===== config.mk =====
export PLATFORM = sky130hd
export DESIGN_NAME = reset_sequencer
export DESIGN_NICKNAME = d
export VERILOG_FILES = /design/src/rtl/reset_sequencer_pkg.sv /design/src/rtl/reset_sequencer.sv /design/src/rtl/pin_synchronizer.sv /design/src/rtl/delay_counter.sv
export VERILOG_INCLUDE_DIRS = /design/src /design/src/rtl
export SDC_FILE = /design/constraint.sdc
export NUM_CORES = 1
export LEC_CHECK = 0
export ABC_CLOCK_PERIOD_IN_PS = 2200
export BUFFER_PORTS_ARGS = -buffer_cell sky130_fd_sc_hd__buf_2
export CAP_MARGIN = 15
export CORE_ASPECT_RATIO = 0.75
export CORE_MARGIN = 3
export CORE_UTILIZATION = 25
export DETAILED_ROUTE_END_ITERATION = 8
export GPL_TIMING_DRIVEN = 0
export SLEW_MARGIN = 20
export SYNTH_ARGS = -nofsm -noshare
export SYNTH_HDL_FRONTEND = slang
export SYNTH_SLANG_ARGS = --single-unit

===== constraint.sdc =====
create_clock -name clk_in -period 2.2 [get_ports clk_in]
set_input_delay 0.33 -clock clk_in [delete_from_list [all_inputs] [get_ports clk_in]]
set_output_delay 0.33 -clock clk_in [all_outputs]
set_load 0.02 [all_outputs]

===== src/rtl/reset_sequencer_consts.svh =====
/*
 Constants of the reset and start-up sequencer: timings, counts, reset values.
 Assumes the system clock runs at 200 MHz.
*/
`ifndef RESET_SEQUENCER_CONSTS_SVH
`define RESET_SEQUENCER_CONSTS_SVH

`define CLK_PERIOD_NS 5
`define PIN_LOW_NS 500
`define PIN_LOW_CYCLES ((`PIN_LOW_NS + `CLK_PERIOD_NS - 1) / `CLK_PERIOD_NS)
`define PWRUP_EXTRA_NS 600000
`define PWRUP_EXTRA_CYCLES (`PWRUP_EXTRA_NS / `CLK_PERIOD_NS)

`define CK_COUNT_6 17'h00006
`define CK_COUNT_1K 17'h00400
`define CK_COUNT_16K 17'h04000
`define CK_COUNT_32K 17'h08000

`define OSC_COUNT_8 17'h00008
`define OSC_COUNT_32 17'h00020
`define OSC_COUNT_1K 17'h00400
`define OSC_COUNT_4K 17'h01000
`define OSC_COUNT_16K 17'h04000
`define OSC_COUNT_64K 17'h10000

`define STARTUP_SELECT_DEFAULT 4'h2
`define FUSE_UNPROGRAMMED 1'h1
`define APP_START_ADDR 13'h0000
`define BOOT_START_ADDR 13'h1f00

`define CAUSE_WATCHDOG_BIT 3
`define CAUSE_BROWNOUT_BIT 2
`define CAUSE_PIN_BIT 1
`define CAUSE_POWERUP_BIT 0
`define CAUSE_RESET 4'h0
`define CAUSE_POWERUP_ONLY 4'h1

`define SYNC_WIDTH 6
`define COUNT_WIDTH 17
`define PIN_CNT_WIDTH 7

`endif


===== src/rtl/reset_sequencer_pkg.sv =====
/*
 Types of the reset and start-up sequencer.
 Assumes reset_sequencer_consts.svh is on the include path.
*/
`include "reset_sequencer_consts.svh"

package reset_sequencer_pkg;

   typedef enum logic [2:0] {
      ST_HOLD = 3'b000,
      ST_EXTRA = 3'b001,
      ST_REALTIME = 3'b010,
      ST_CLOCKS = 3'b011,
      ST_RUN = 3'b100
   } seq_state_type;

   typedef enum logic [1:0] {
      CLASS_SHORT = 2'b00,
      CLASS_MEDIUM = 2'b01,
      CLASS_LONG = 2'b10
   } delay_class_type;

   typedef struct packed {
      logic [3:0] startup_select_fuse;
      logic brownout_enable_fuse;
      logic brownout_level_fuse;
      logic boot_reset_select_fuse;
   } fuse_set_type;

   typedef struct packed {
      logic reset_pin_n;
      logic power_ok;
      logic brownout_low;
      logic wdt_osc;
      logic watchdog_expire;
      logic watchdog_enable;
   } pin_set_type;

   typedef struct packed {
      pin_set_type first;
      pin_set_type second;
   } sync_state_type;

   typedef struct packed {
      logic [`COUNT_WIDTH-1:0] count;
      logic done;
   } counter_state_type;

   typedef struct packed {
      seq_state_type state;
      fuse_set_type fuses;
      logic fuses_taken;
      logic [`PIN_CNT_WIDTH-1:0] pin_cnt;
      logic pin_active;
      logic wdt_pulse;
      logic osc_prev;
      logic expire_prev;
      logic [3:0] cause;
      logic powerup;
      logic wake;
      logic core_reset;
      logic core_stall;
      logic [12:0] vector;
   } seq_reg_type;

endpackage


===== src/rtl/reset_sequencer.sv =====
/*
 Reset and start-up sequencer: merges power-on, pin, watchdog and brown-out
 resets, times the start-up delay and keeps the reset-cause flags.
 Assumes clk_in runs whenever the delay is timed; the watchdog oscillator
 arrives as a plain pin and is sampled.
*/
`timescale 1ns/100ps
`include "reset_sequencer_consts.svh"

////////////////////////////////////////////////////////////////////////////////

module reset_sequencer
   import reset_sequencer_pkg::*;
#(
   parameter logic [`COUNT_WIDTH-1:0] CK_16K = `CK_COUNT_16K,
   parameter logic [`COUNT_WIDTH-1:0] CK_32K = `CK_COUNT_32K,
   parameter logic [`COUNT_WIDTH-1:0] OSC_16K = `OSC_COUNT_16K,
   parameter logic [`COUNT_WIDTH-1:0] OSC_64K = `OSC_COUNT_64K,
   parameter logic [`COUNT_WIDTH-1:0] PWRUP_EXTRA = `COUNT_WIDTH'(`PWRUP_EXTRA_CYCLES)
)
(
   input wire logic clk_in,
   input wire logic reset_in,
   input wire pin_set_type pins_in,
   input wire fuse_set_type fuses_in,
   input wire logic wake_in,
   input wire logic cause_write_in,
   input wire logic [7:0] cause_wdata_in,
   output logic core_reset_out,
   output logic io_init_out,
   output logic core_stall_out,
   output logic [12:0] reset_vector_out,
   output logic [7:0] reset_cause_out
);

   localparam logic [`PIN_CNT_WIDTH-1:0] PIN_LOW = `PIN_CNT_WIDTH'(`PIN_LOW_CYCLES);

   ////////////////////////////////////////////////////////////////////////////

   pin_set_type pins_sync;
   seq_reg_type state_reg;
   seq_reg_type state_next;
   logic load;
   logic [`COUNT_WIDTH-1:0] load_value;
   logic step;
   logic done;
   logic osc_edge;
   logic expire_edge;
   logic por_active;
   logic bod_active;
   logic any_active;
   logic [`COUNT_WIDTH-1:0] realtime_count;
   logic [`COUNT_WIDTH-1:0] clock_count;

   pin_synchronizer sync_inst (
      .clk_in(clk_in),
      .reset_in(reset_in),
      .pins_in(pins_in),
      .pins_out(pins_sync)
   );

   delay_counter counter_inst (
      .clk_in(clk_in),
      .reset_in(reset_in),
      .load_in(load),
      .load_value_in(load_value),
      .step_in(step),
      .done_out(done)
   );

   ////////////////////////////////////////////////////////////////////////////
   // start-up delay tables

   function automatic delay_class_type class_of(input logic [3:0] sel);
      delay_class_type c;
      c = CLASS_LONG;
      unique case (sel)
         4'h0, 4'h3, 4'h6, 4'hb, 4'he: c = CLASS_MEDIUM;
         4'h1, 4'h4, 4'h7, 4'hc, 4'hf: c = CLASS_SHORT;
         4'h2, 4'h5, 4'h8, 4'h9, 4'ha, 4'hd: c = CLASS_LONG;
      endcase
      return c;
   endfunction

   // level fuse steers the medium and long classes; the enable fuse alone steers the short class
   function automatic logic [`COUNT_WIDTH-1:0] realtime_of(input fuse_set_type f);
      logic [`COUNT_WIDTH-1:0] v;
      logic level_unprog;
      level_unprog = (f.brownout_level_fuse == `FUSE_UNPROGRAMMED);
      v = `OSC_COUNT_8;
      unique case (class_of(f.startup_select_fuse))
         CLASS_SHORT: begin
            if (f.brownout_enable_fuse != `FUSE_UNPROGRAMMED) begin
               v = `OSC_COUNT_32;
            end else begin
               v = `OSC_COUNT_8;
            end
         end
         CLASS_MEDIUM: v = level_unprog ? `OSC_COUNT_1K : `OSC_COUNT_4K;
         CLASS_LONG: v = level_unprog ? OSC_16K : OSC_64K;
         default: v = `OSC_COUNT_8;
      endcase
      return v;
   endfunction

   function automatic logic [`COUNT_WIDTH-1:0] clocks_of(input logic [3:0] sel);
      logic [`COUNT_WIDTH-1:0] v;
      v = `CK_COUNT_6;
      unique case (sel)
         4'h0, 4'h1, 4'h2, 4'h3, 4'h4, 4'h5, 4'h6, 4'h7: v = `CK_COUNT_6;
         4'h8: v = CK_32K;
         4'ha, 4'hb, 4'hc: v = CK_16K;
         4'h9, 4'hd, 4'he, 4'hf: v = `CK_COUNT_1K;
      endcase
      return v;
   endfunction

   ////////////////////////////////////////////////////////////////////////////
   // next state

   always_comb begin
      state_next = state_reg;
      load = 1'b0;
      load_value = `CK_COUNT_6;
      step = 1'b0;
      realtime_count = realtime_of(state_reg.fuses);
      clock_count = clocks_of(state_reg.fuses.startup_select_fuse);

      // fuses caught once after release
      if (!state_reg.fuses_taken) begin
         state_next.fuses = fuses_in;
         state_next.fuses_taken = 1'b1;
      end

      osc_edge = pins_sync.wdt_osc && !state_reg.osc_prev;
      state_next.osc_prev = pins_sync.wdt_osc;
      expire_edge = pins_sync.watchdog_expire && !state_reg.expire_prev;
      state_next.expire_prev = pins_sync.watchdog_expire;

      // pin low filter
      if (pins_sync.reset_pin_n) begin
         state_next.pin_cnt = '0;
         state_next.pin_active = 1'b0;
      end else if (state_reg.pin_cnt >= PIN_LOW - `PIN_CNT_WIDTH'(1)) begin
         state_next.pin_active = 1'b1;
      end else begin
         state_next.pin_cnt = state_reg.pin_cnt + `PIN_CNT_WIDTH'(1);
      end

      // watchdog pulse held until the next oscillator rising edge, at most one oscillator cycle
      if (osc_edge) begin
         state_next.wdt_pulse = 1'b0;
      end
      if (expire_edge && pins_sync.watchdog_enable) begin
         state_next.wdt_pulse = 1'b1;
      end

      por_active = !pins_sync.power_ok;
      bod_active = pins_sync.brownout_low &&
                   (state_reg.fuses.brownout_enable_fuse != `FUSE_UNPROGRAMMED);
      any_active = por_active || state_reg.pin_active || state_reg.wdt_pulse ||
                   bod_active || !state_reg.fuses_taken;

      // cause flags: software clear first, hardware set wins
      if (cause_write_in) begin
         state_next.cause = state_reg.cause & cause_wdata_in[3:0];
      end
      if (state_reg.wdt_pulse) begin
         state_next.cause[`CAUSE_WATCHDOG_BIT] = 1'b1;
      end
      if (bod_active) begin
         state_next.cause[`CAUSE_BROWNOUT_BIT] = 1'b1;
      end
      if (state_reg.pin_active) begin
         state_next.cause[`CAUSE_PIN_BIT] = 1'b1;
      end
      if (por_active) begin
         state_next.cause = `CAUSE_POWERUP_ONLY;
         state_next.powerup = 1'b1;
      end

      unique case (state_reg.state)
         ST_HOLD: begin
            load = 1'b1;
            state_next.wake = 1'b0;
            if (state_reg.powerup) begin
               state_next.state = ST_EXTRA;
               load_value = PWRUP_EXTRA;
            end else begin
               state_next.state = ST_REALTIME;
               load_value = realtime_count;
            end
         end
         ST_EXTRA: begin
            step = 1'b1;
            if (done) begin
               state_next.powerup = 1'b0;
               state_next.state = ST_REALTIME;
               load = 1'b1;
               load_value = realtime_count;
            end
         end
         ST_REALTIME: begin
            step = osc_edge;
            if (done) begin
               state_next.state = ST_CLOCKS;
               load = 1'b1;
               load_value = clock_count;
            end
         end
         ST_CLOCKS: begin
            step = 1'b1;
            if (done) begin
               state_next.state = ST_RUN;
               state_next.wake = 1'b0;
            end
         end
         ST_RUN: begin
            if (wake_in) begin
               state_next.state = ST_CLOCKS;
               state_next.wake = 1'b1;
               load = 1'b1;
               load_value = clock_count;
            end
         end
         default: begin
            state_next.state = ST_HOLD;
         end
      endcase

      // any active source restarts the whole delay
      if (any_active) begin
         state_next.state = ST_HOLD;
         state_next.wake = 1'b0;
         load = 1'b1;
         load_value = realtime_count;
      end

      // assertion registered one clock after any source is active, no start-up delay
      state_next.core_reset = any_active ||
                              !(state_next.state == ST_RUN || state_next.wake);
      state_next.core_stall = state_next.wake;
      if (state_next.fuses.boot_reset_select_fuse != `FUSE_UNPROGRAMMED) begin
         state_next.vector = `BOOT_START_ADDR;
      end else begin
         state_next.vector = `APP_START_ADDR;
      end
   end

   ////////////////////////////////////////////////////////////////////////////
   // state register

   always_ff @(posedge clk_in) begin
      if (reset_in) begin
         state_reg <= '{
            state: ST_HOLD,
            fuses: '{startup_select_fuse: `STARTUP_SELECT_DEFAULT,
                     brownout_enable_fuse: `FUSE_UNPROGRAMMED,
                     brownout_level_fuse: `FUSE_UNPROGRAMMED,
                     boot_reset_select_fuse: `FUSE_UNPROGRAMMED},
            fuses_taken: 1'h0,
            pin_cnt: 7'h00,
            pin_active: 1'h0,
            wdt_pulse: 1'h0,
            osc_prev: 1'h0,
            expire_prev: 1'h0,
            cause: `CAUSE_RESET,
            powerup: 1'h1,
            wake: 1'h0,
            core_reset: 1'h1,
            core_stall: 1'h0,
            vector: `APP_START_ADDR
         };
      end else begin
         state_reg <= state_next;
      end
   end

   ////////////////////////////////////////////////////////////////////////////
   // outputs

   assign core_reset_out = state_reg.core_reset;
   assign io_init_out = state_reg.core_reset;
   assign core_stall_out = state_reg.core_stall;
   assign reset_vector_out = state_reg.vector;
   assign reset_cause_out = {4'h0, state_reg.cause};

endmodule // reset_sequencer


===== src/rtl/pin_synchronizer.sv =====
/*
 Two-stage synchronizer for the asynchronous inputs of the sequencer.
 Assumes inputs may change at any time relative to clk_in.
*/
`timescale 1ns/100ps

module pin_synchronizer
   import reset_sequencer_pkg::*;
(
   input wire logic clk_in,
   input wire logic reset_in,
   input wire pin_set_type pins_in,
   output pin_set_type pins_out
);

   sync_state_type state_reg;
   sync_state_type state_next;

   always_comb begin
      state_next = state_reg;
      state_next.first = pins_in;
      state_next.second = state_reg.first;
   end

   // reset value keeps pin and brown-out inactive, low supply reported
   always_ff @(posedge clk_in) begin
      if (reset_in) begin
         state_reg <= '{first: 6'h21, second: 6'h21};
      end else begin
         state_reg <= state_next;
      end
   end

   assign pins_out = state_reg.second;

endmodule // pin_synchronizer


===== src/rtl/delay_counter.sv =====
/*
 Loadable down-counter with a registered done flag.
 Assumes load values are at least one.
*/
`timescale 1ns/100ps
`include "reset_sequencer_consts.svh"

module delay_counter
   import reset_sequencer_pkg::*;
(
   input wire logic clk_in,
   input wire logic reset_in,
   input wire logic load_in,
   input wire logic [`COUNT_WIDTH-1:0] load_value_in,
   input wire logic step_in,
   output logic done_out
);

   counter_state_type state_reg;
   counter_state_type state_next;

   always_comb begin
      state_next = state_reg;
      if (load_in) begin
         state_next.count = load_value_in;
      end else if (step_in && state_reg.count != '0) begin
         state_next.count = state_reg.count - `COUNT_WIDTH'(1);
      end
      state_next.done = (state_next.count == '0);
   end

   always_ff @(posedge clk_in) begin
      if (reset_in) begin
         state_reg <= '{count: 17'h00001, done: 1'h0};
      end else begin
         state_reg <= state_next;
      end
   end

   assign done_out = state_reg.done;

endmodule // delay_counter


==> flow_summary_export.csv, run 1 <==
group,metric,value,unit
outcome,outcome,"finished clean",
logic_synthesis,ys_warn_count,0,
sta,worstMarginPinSlew,697,ps
cts,htreeDepth,3,
floorplanning,io_pins,49,
floorplanning,rows,35,
min_path,holdPathStages,2,
power,intPower,2350,uW
logic_synthesis,synth_cell_types,62,
logic_synthesis,netlist_area,3350,um^2
power,swShare,0.239,
floorplanning,die_area,14900,um^2
sta,min_period,2190,ps
critical_path,rr_worst_depth,8,
logic_synthesis,syn_avg_cell_area,8.85,um^2
logic_synthesis,ys_async_sr_fraction,0,
route,wl_per_cell,13.4,um
grt,grt_pass1_vias,2637,
min_path,min_path_type,"in -> reg",
cells_and_area,nNetsFinal,473,
logic_synthesis,synth_edf_count,0,
logic_synthesis,seq_area_frac_synth,0.394,
sta,relSlewSlack,0.531,
power,p_sw,737,uW
placement,numPlacedInstances,588,
critical_path,crit_fanout,9,
power,pwr-share-comb,0.124,
sta,hold_viol,0,
power,ir_drop,0.391,mV
critical_path,critical_path_required,2410,ps
placement,portBuffers,32,
sta,drv_slew,0,
cells_and_area,final_layout_size_suffix_gt1_frac,0.298,
cts,cts_root_buffer,"clkbuf_16",
route,drtPass1Iterations,4,
logic_synthesis,postSynthCellCount,379,
grt,grt_start_max_net_pins,11,
route,route.detailed.drc,0,
sta,skew,3.36,ps
route,drt_wl_total,8160,um
cts,clkSinkCount,66,
logic_synthesis,synthFlopType,"dfxtp_1",
power,pwr_density_cell,721,nW/um^2
critical_path,cp-start-kind,"flip-flop",
cells_and_area,mostFrequentLayoutCells,"dfxtp_1 (62), nor2_1 (38), buf_2 (33)",
route,ant_nets,0,
power,power,3090,uW
sta,whs,182,ps
sta,setup_viol,0,
power,leakage,0.00172,uW
route,dr_total_vias,2789,
floorplanning,start_util,0.264,
cts,cts_buffers,9,
critical_path,path_class,"reg -> reg",
power,pwr-share-seq,0.414,
grt,grt_overflow,0,
sta,grt_setup_unrepaired,"true",
placement,gp_congestion,0.830,
route,routed_via_density,4.58,
sta,fmax,0.456,GHz
placement,dp_hpwl,5890,um
cells_and_area,layout.cells.most_common,"dfxtp_1",
cts,clock_latency,330,ps
cells_and_area,final_util,0.337,
cells_and_area,synthToLayoutAreaGrowth,27.7,%
cells_and_area,largest_register_ffs,23,
floorplanning,core,12700,um^2
sta,period_share,0.997,
cts,hold_buffers,0,
cts,cts_max_path_buffers,2,
critical_path,critPathArrivalTime,2400,ps
logic_synthesis,synth_seq_cells,66,
floorplanning,chipWidth,140,um
power,pwr-share-clk,0.462,
cells_and_area,antenna_cells,0,
cts,path_clk_slew,50,ps
route,drt_iter0_drc,219,
critical_path,timing.critical_path.to_type,"flip-flop",
grt,grt_use_total,0.110,
floorplanning,dieHeight,106,um
job,maxCapViolCount,0,
cts,cts_tree,"done",
cells_and_area,instances_no_fill,609,
grt,antenna_found_initial,0,
grt,grt_pass1_wl,13200,um
==> final timing paths <==
kind | from | endpoint | slack, ps
worst max register to register | counter_inst.done_out | counter_inst.done_out | 7
worst max-delay path | counter_inst.done_out | counter_inst.done_out | 7
worst min-delay path | pins_in[0] | sync_inst.state_next[0] | 180
worst min register to register | sync_inst.state_next[5] | sync_inst.pins_out[5] | 410
==> repair_timing <==
item	CTS	global route
cloned	0	0
pin swaps	4	9
setup buffers	3	2
gates resized for setup	12	29
endpoints found under the setup margin	2	5
==> per-layer routing <==
metal,global-route usage,share of wire,up-vias
met5,0,0,-
met4,0.0332,0.013,0
met3,0.0337,0.038,12
met2,0.155,0.43,63
met1,0.158,0.52,1300
li1,-,-,1414
==> cell usage after synthesis (2+ instances only) <==
master,number,area share
dfxtp_1,66,0.39
nor2_1,39,0.044
nand2_1,26,0.029
a21oi_1,25,0.037
buf_4,24,0.054
inv_1,20,0.022
nor3_1,18,0.027
nor2b_1,12,0.022
ha_1,10,0.037
nand2b_1,9,0.017
o21ai_0,9,0.013
a31oi_1,8,0.015
clkbuf_1,8,0.0090
xor2_1,8,0.021
mux2i_1,7,0.021
xnor2_1,7,0.018
nand4_1,6,0.011
or2_2,5,0.0093
nor3b_1,4,0.0090
a211oi_1,3,0.0067
nand3b_1,3,0.0067
nor4_1,3,0.0056
nor4_4,3,0.019
o211ai_1,3,0.0067
o21a_1,3,0.0067
o22ai_1,3,0.0056
a21o_1,2,0.0045
a311oi_1,2,0.0052
and2_1,2,0.0037
and3_1,2,0.0037
and4_1,2,0.0052
and4bb_2,2,0.0075
buf_6,2,0.0067
nand3_1,2,0.0030
nor4b_2,2,0.0090
o31ai_1,2,0.0045
or2b_1,2,0.0045
==> cells by family after synthesis <==
family / Yosys count / synth area share
AND/OR/NAND/NOR: 154 / 0.274
AO/OA/AOI/OAI: 69 / 0.136
flip-flops: 66 / 0.394
buffers and inverters: 56 / 0.0944
XOR/XNOR: 15 / 0.0392
adder cells (fa/ha/maj): 10 / 0.0373
multiplexers: 8 / 0.0242
other: 1 / 0.00112
==> through the flow <==
stage                     area, um^2  setup WS (ps)  setup TNS [ps]
final                           4280           6.60               0
after global routing            4280          -62.6           -62.6
after CTS                       4140          0.198               0
after detailed placement        3760           -272            -367
after global placement          3760           -360            -497
after floorplan                 3400           90.9               0
==> power by group through the flow <==
stage | Combinational, uW | Sequential [uW] | Clock [uW]
floorplan | 264 | 1290 | 0
global placement | 337 | 1300 | 0
detailed placement | 341 | 1300 | 0
CTS | 358 | 1280 | 1460
global route | 424 | 1280 | 1500
finish | 383 | 1280 | 1430
==> worst max-delay path, stage by stage, from the launching register on <==
cell	delay, ps
dfxtp_1	300
buf_2	160
nand2b_1	200
a211oi_4	360
nand2_1	280
o32ai_2	450
nor3_2	80
o2111ai_1	140
nor4b_2	80
==> final cells by class <==
type	count	area [um^2]
buffer	36	244
tap	166	208
inverter	20	75.1
timing repair buffer	37	198
clock buffer	14	264
sequential	66	1330
fill	1324	8420
clock inverter	2	35.0
multi-input combinational	268	1930
No activity file was read; power rests on OpenSTA's default activity.
==> run 2, diff against run 1 <==
Settings changed: PLACE_DENSITY from default to 0.52.
==> flow_summary_export.csv, run 2 (synthesized netlist as in run 1, its figures left out) <==
group,metric,value,unit
floorplanning,die_area,14900,um^2
placement,dp_hpwl,6060,um
cts,path_clk_slew,50,ps
grt,antenna_found_initial,0,
cells_and_area,mostFrequentLayoutCells,"dfxtp_1 (59), nor2_1 (38), buf_4 (35)",
sta,finalSetupTns,0,ps
cells_and_area,fillCellCount,1313,
sta,setup_viol,0,
cells_and_area,final_cell_area,4310,um^2
cells_and_area,final_layout_size_suffix_gt1_frac,0.301,
sta,hold_viol,0,
critical_path,timing.critical_path.to_type,"flip-flop",
critical_path,crit_slowest_cell,"or4_2",
route,drt_wl_total,8310,um
placement,placedInstanceArea,3760,um^2
grt,grt_start_max_net_pins,11,
critical_path,critPathArrivalTime,2360,ps
critical_path,crit_fanout,5,
cells_and_area,seqCellArea,1340,um^2
cts,cts_tree,"done",
critical_path,cpMostUsedCell,"nor4b_4",
sta,min_period,2160,ps
cts,htreeDepth,3,
route,routed_via_density,4.55,
critical_path,cp-start-kind,"flip-flop",
route,dr_total_vias,2797,
cells_and_area,antenna_cells,0,
cts,cts_buffers,9,
sta,setup_ws,42.1,ps
grt,grt_pass1_wl,13500,um
floorplanning,rows,35,
sta,period_share,0.981,
placement,portBuffers,32,
critical_path,critical_path_required,2400,ps
route,ant_nets,0,
grt,use_met3,0.0265,
floorplanning,dieHeight,106,um
floorplanning,start_util,0.264,
placement,place_ws,-248,ps
grt,grt_pass1_vias,2637,
critical_path,path_class,"reg -> reg",
cts,cts_max_path_buffers,2,
cts,clkSinkCount,66,
cells_and_area,layout.cells.most_common,"dfxtp_1",
critical_path,slowest_delay,540,ps
grt,grt_overflow,0,
cts,clock_latency,330,ps
power,leakage,0.00175,uW
job,maxCapViolCount,0,
route,drtPass1Iterations,4,
route,route.detailed.drc,0,
min_path,min_path_type,"in -> reg",
cells_and_area,multiInputGateArea,1900,um^2
sta,skew,9.10,ps
cells_and_area,largest_register_ffs,23,
grt,grt.busiest_layer,"met1",
power,ir_drop,0.378,mV
route,wl_per_cell,13.5,um
grt,met1_usage,0.170,
cells_and_area,synthToLayoutAreaGrowth,28.4,%
placement,gp_congestion,0.832,
cells_and_area,nNetsFinal,479,
grt,grt_use_total,0.114,
sta,fmax,0.463,GHz
sta,grt_setup_unrepaired,"true",
sta,drv_slew,0,
floorplanning,chipWidth,140,um
sta,relSlewSlack,0.514,
route,drt_iter0_drc,165,
power,pwr_density_cell,723,nW/um^2
floorplanning,core,12700,um^2
critical_path,path_cells,"inv_2 > ha_4 > nor4b_4 > and4_4 > or4_2 > a21oi_1 > nor3_1 > o2111ai_1 > nor4b_4",
sta,worstMarginPinSlew,729,ps
grt,grtUsageMet2,0.156,
cts,cts_root_buffer,"clkbuf_16",
floorplanning,io_pins,49,
outcome,outcome,"finished clean",
## run 2: cell count changes in the layout (fill, tap and decap cells not counted), moves of 2 or more
cell / change
buf_4: +6
dfxtp_1: -3
a21oi_1: +2
dfxtp_2: +2
nor3_1: +2
nor3_2: -2
o31ai_1: +2
o31ai_2: -2
## run 2: area by class of cell
class / instances / share of cell area
Buffer: 36 / 0.0566
Clock buffer: 14 / 0.0613
Clock inverter: 2 / 0.00813
Inverter: 20 / 0.0186
Multi-Input combinational cell: 268 / 0.441
Sequential cell: 66 / 0.310
Tap cell: 166 / 0.0482
Timing Repair Buffer: 43 / 0.0563
## run 2: worst max-delay path: cells and delay by family, from the launching register on
| family | cells | cell delay [ps] |
|---|---|---|
| simple gates | 5 | 1050 |
| compound gates | 2 | 390 |
| flops | 1 | 370 |
| fa+ha+maj | 1 | 170 |
| buf+inv | 1 | 70 |
## run 2: worst paths after layout
kind                            slack (ps)                       to                      start  cells after the start
worst max-delay path                    40    counter_inst.done_out  counter_inst.state_reg[2]                      9
worst min-delay path                   190  sync_inst.state_next[5]                 pins_in[5]                      2
worst max register to register          40    counter_inst.done_out  counter_inst.state_reg[2]                      9
worst min register to register         410    sync_inst.pins_out[5]    sync_inst.state_next[5]                      1
## run 2: layer usage
| layer | share of wire | routed length (um) |
|---|---|---|
| met2 | 0.40 | 3300 |
| met4 | 0.013 | 104 |
| met1 | 0.54 | 4520 |
| met5 | 0 | 0 |
| met3 | 0.047 | 388 |
## run 2: timing repair
action / CTS / global route
setup buffers: 3 / 8
pin swaps: 4 / 16
hold buffers: 0 / 0
endpoints found under the setup margin: 2 / 4
gates resized for setup: 14 / 26
## run 2: stage by stage
step           hold WS (ps)  utilization  power, uW  std cells
2_1_floorplan           389            -       1560        390
3_3_place_gp            391        0.296       1640        588
3_5_place_dp            397        0.296       1650        588
4_1_cts                 174        0.327       3110        607
5_1_grt                 185        0.339       3250        615
6_report                187        0.339       3110        615
## run 2: report_power, final
group / internal (uW) / total (uW) / switching, uW / leakage, uW
combinational: 188 / 404 / 216 / 0.00106
sequential: 1240 / 1280 / 37.9 / 0.000543
clock: 938 / 1430 / 493 / 0.000147
total: 2370 / 3110 / 747 / 0.00175
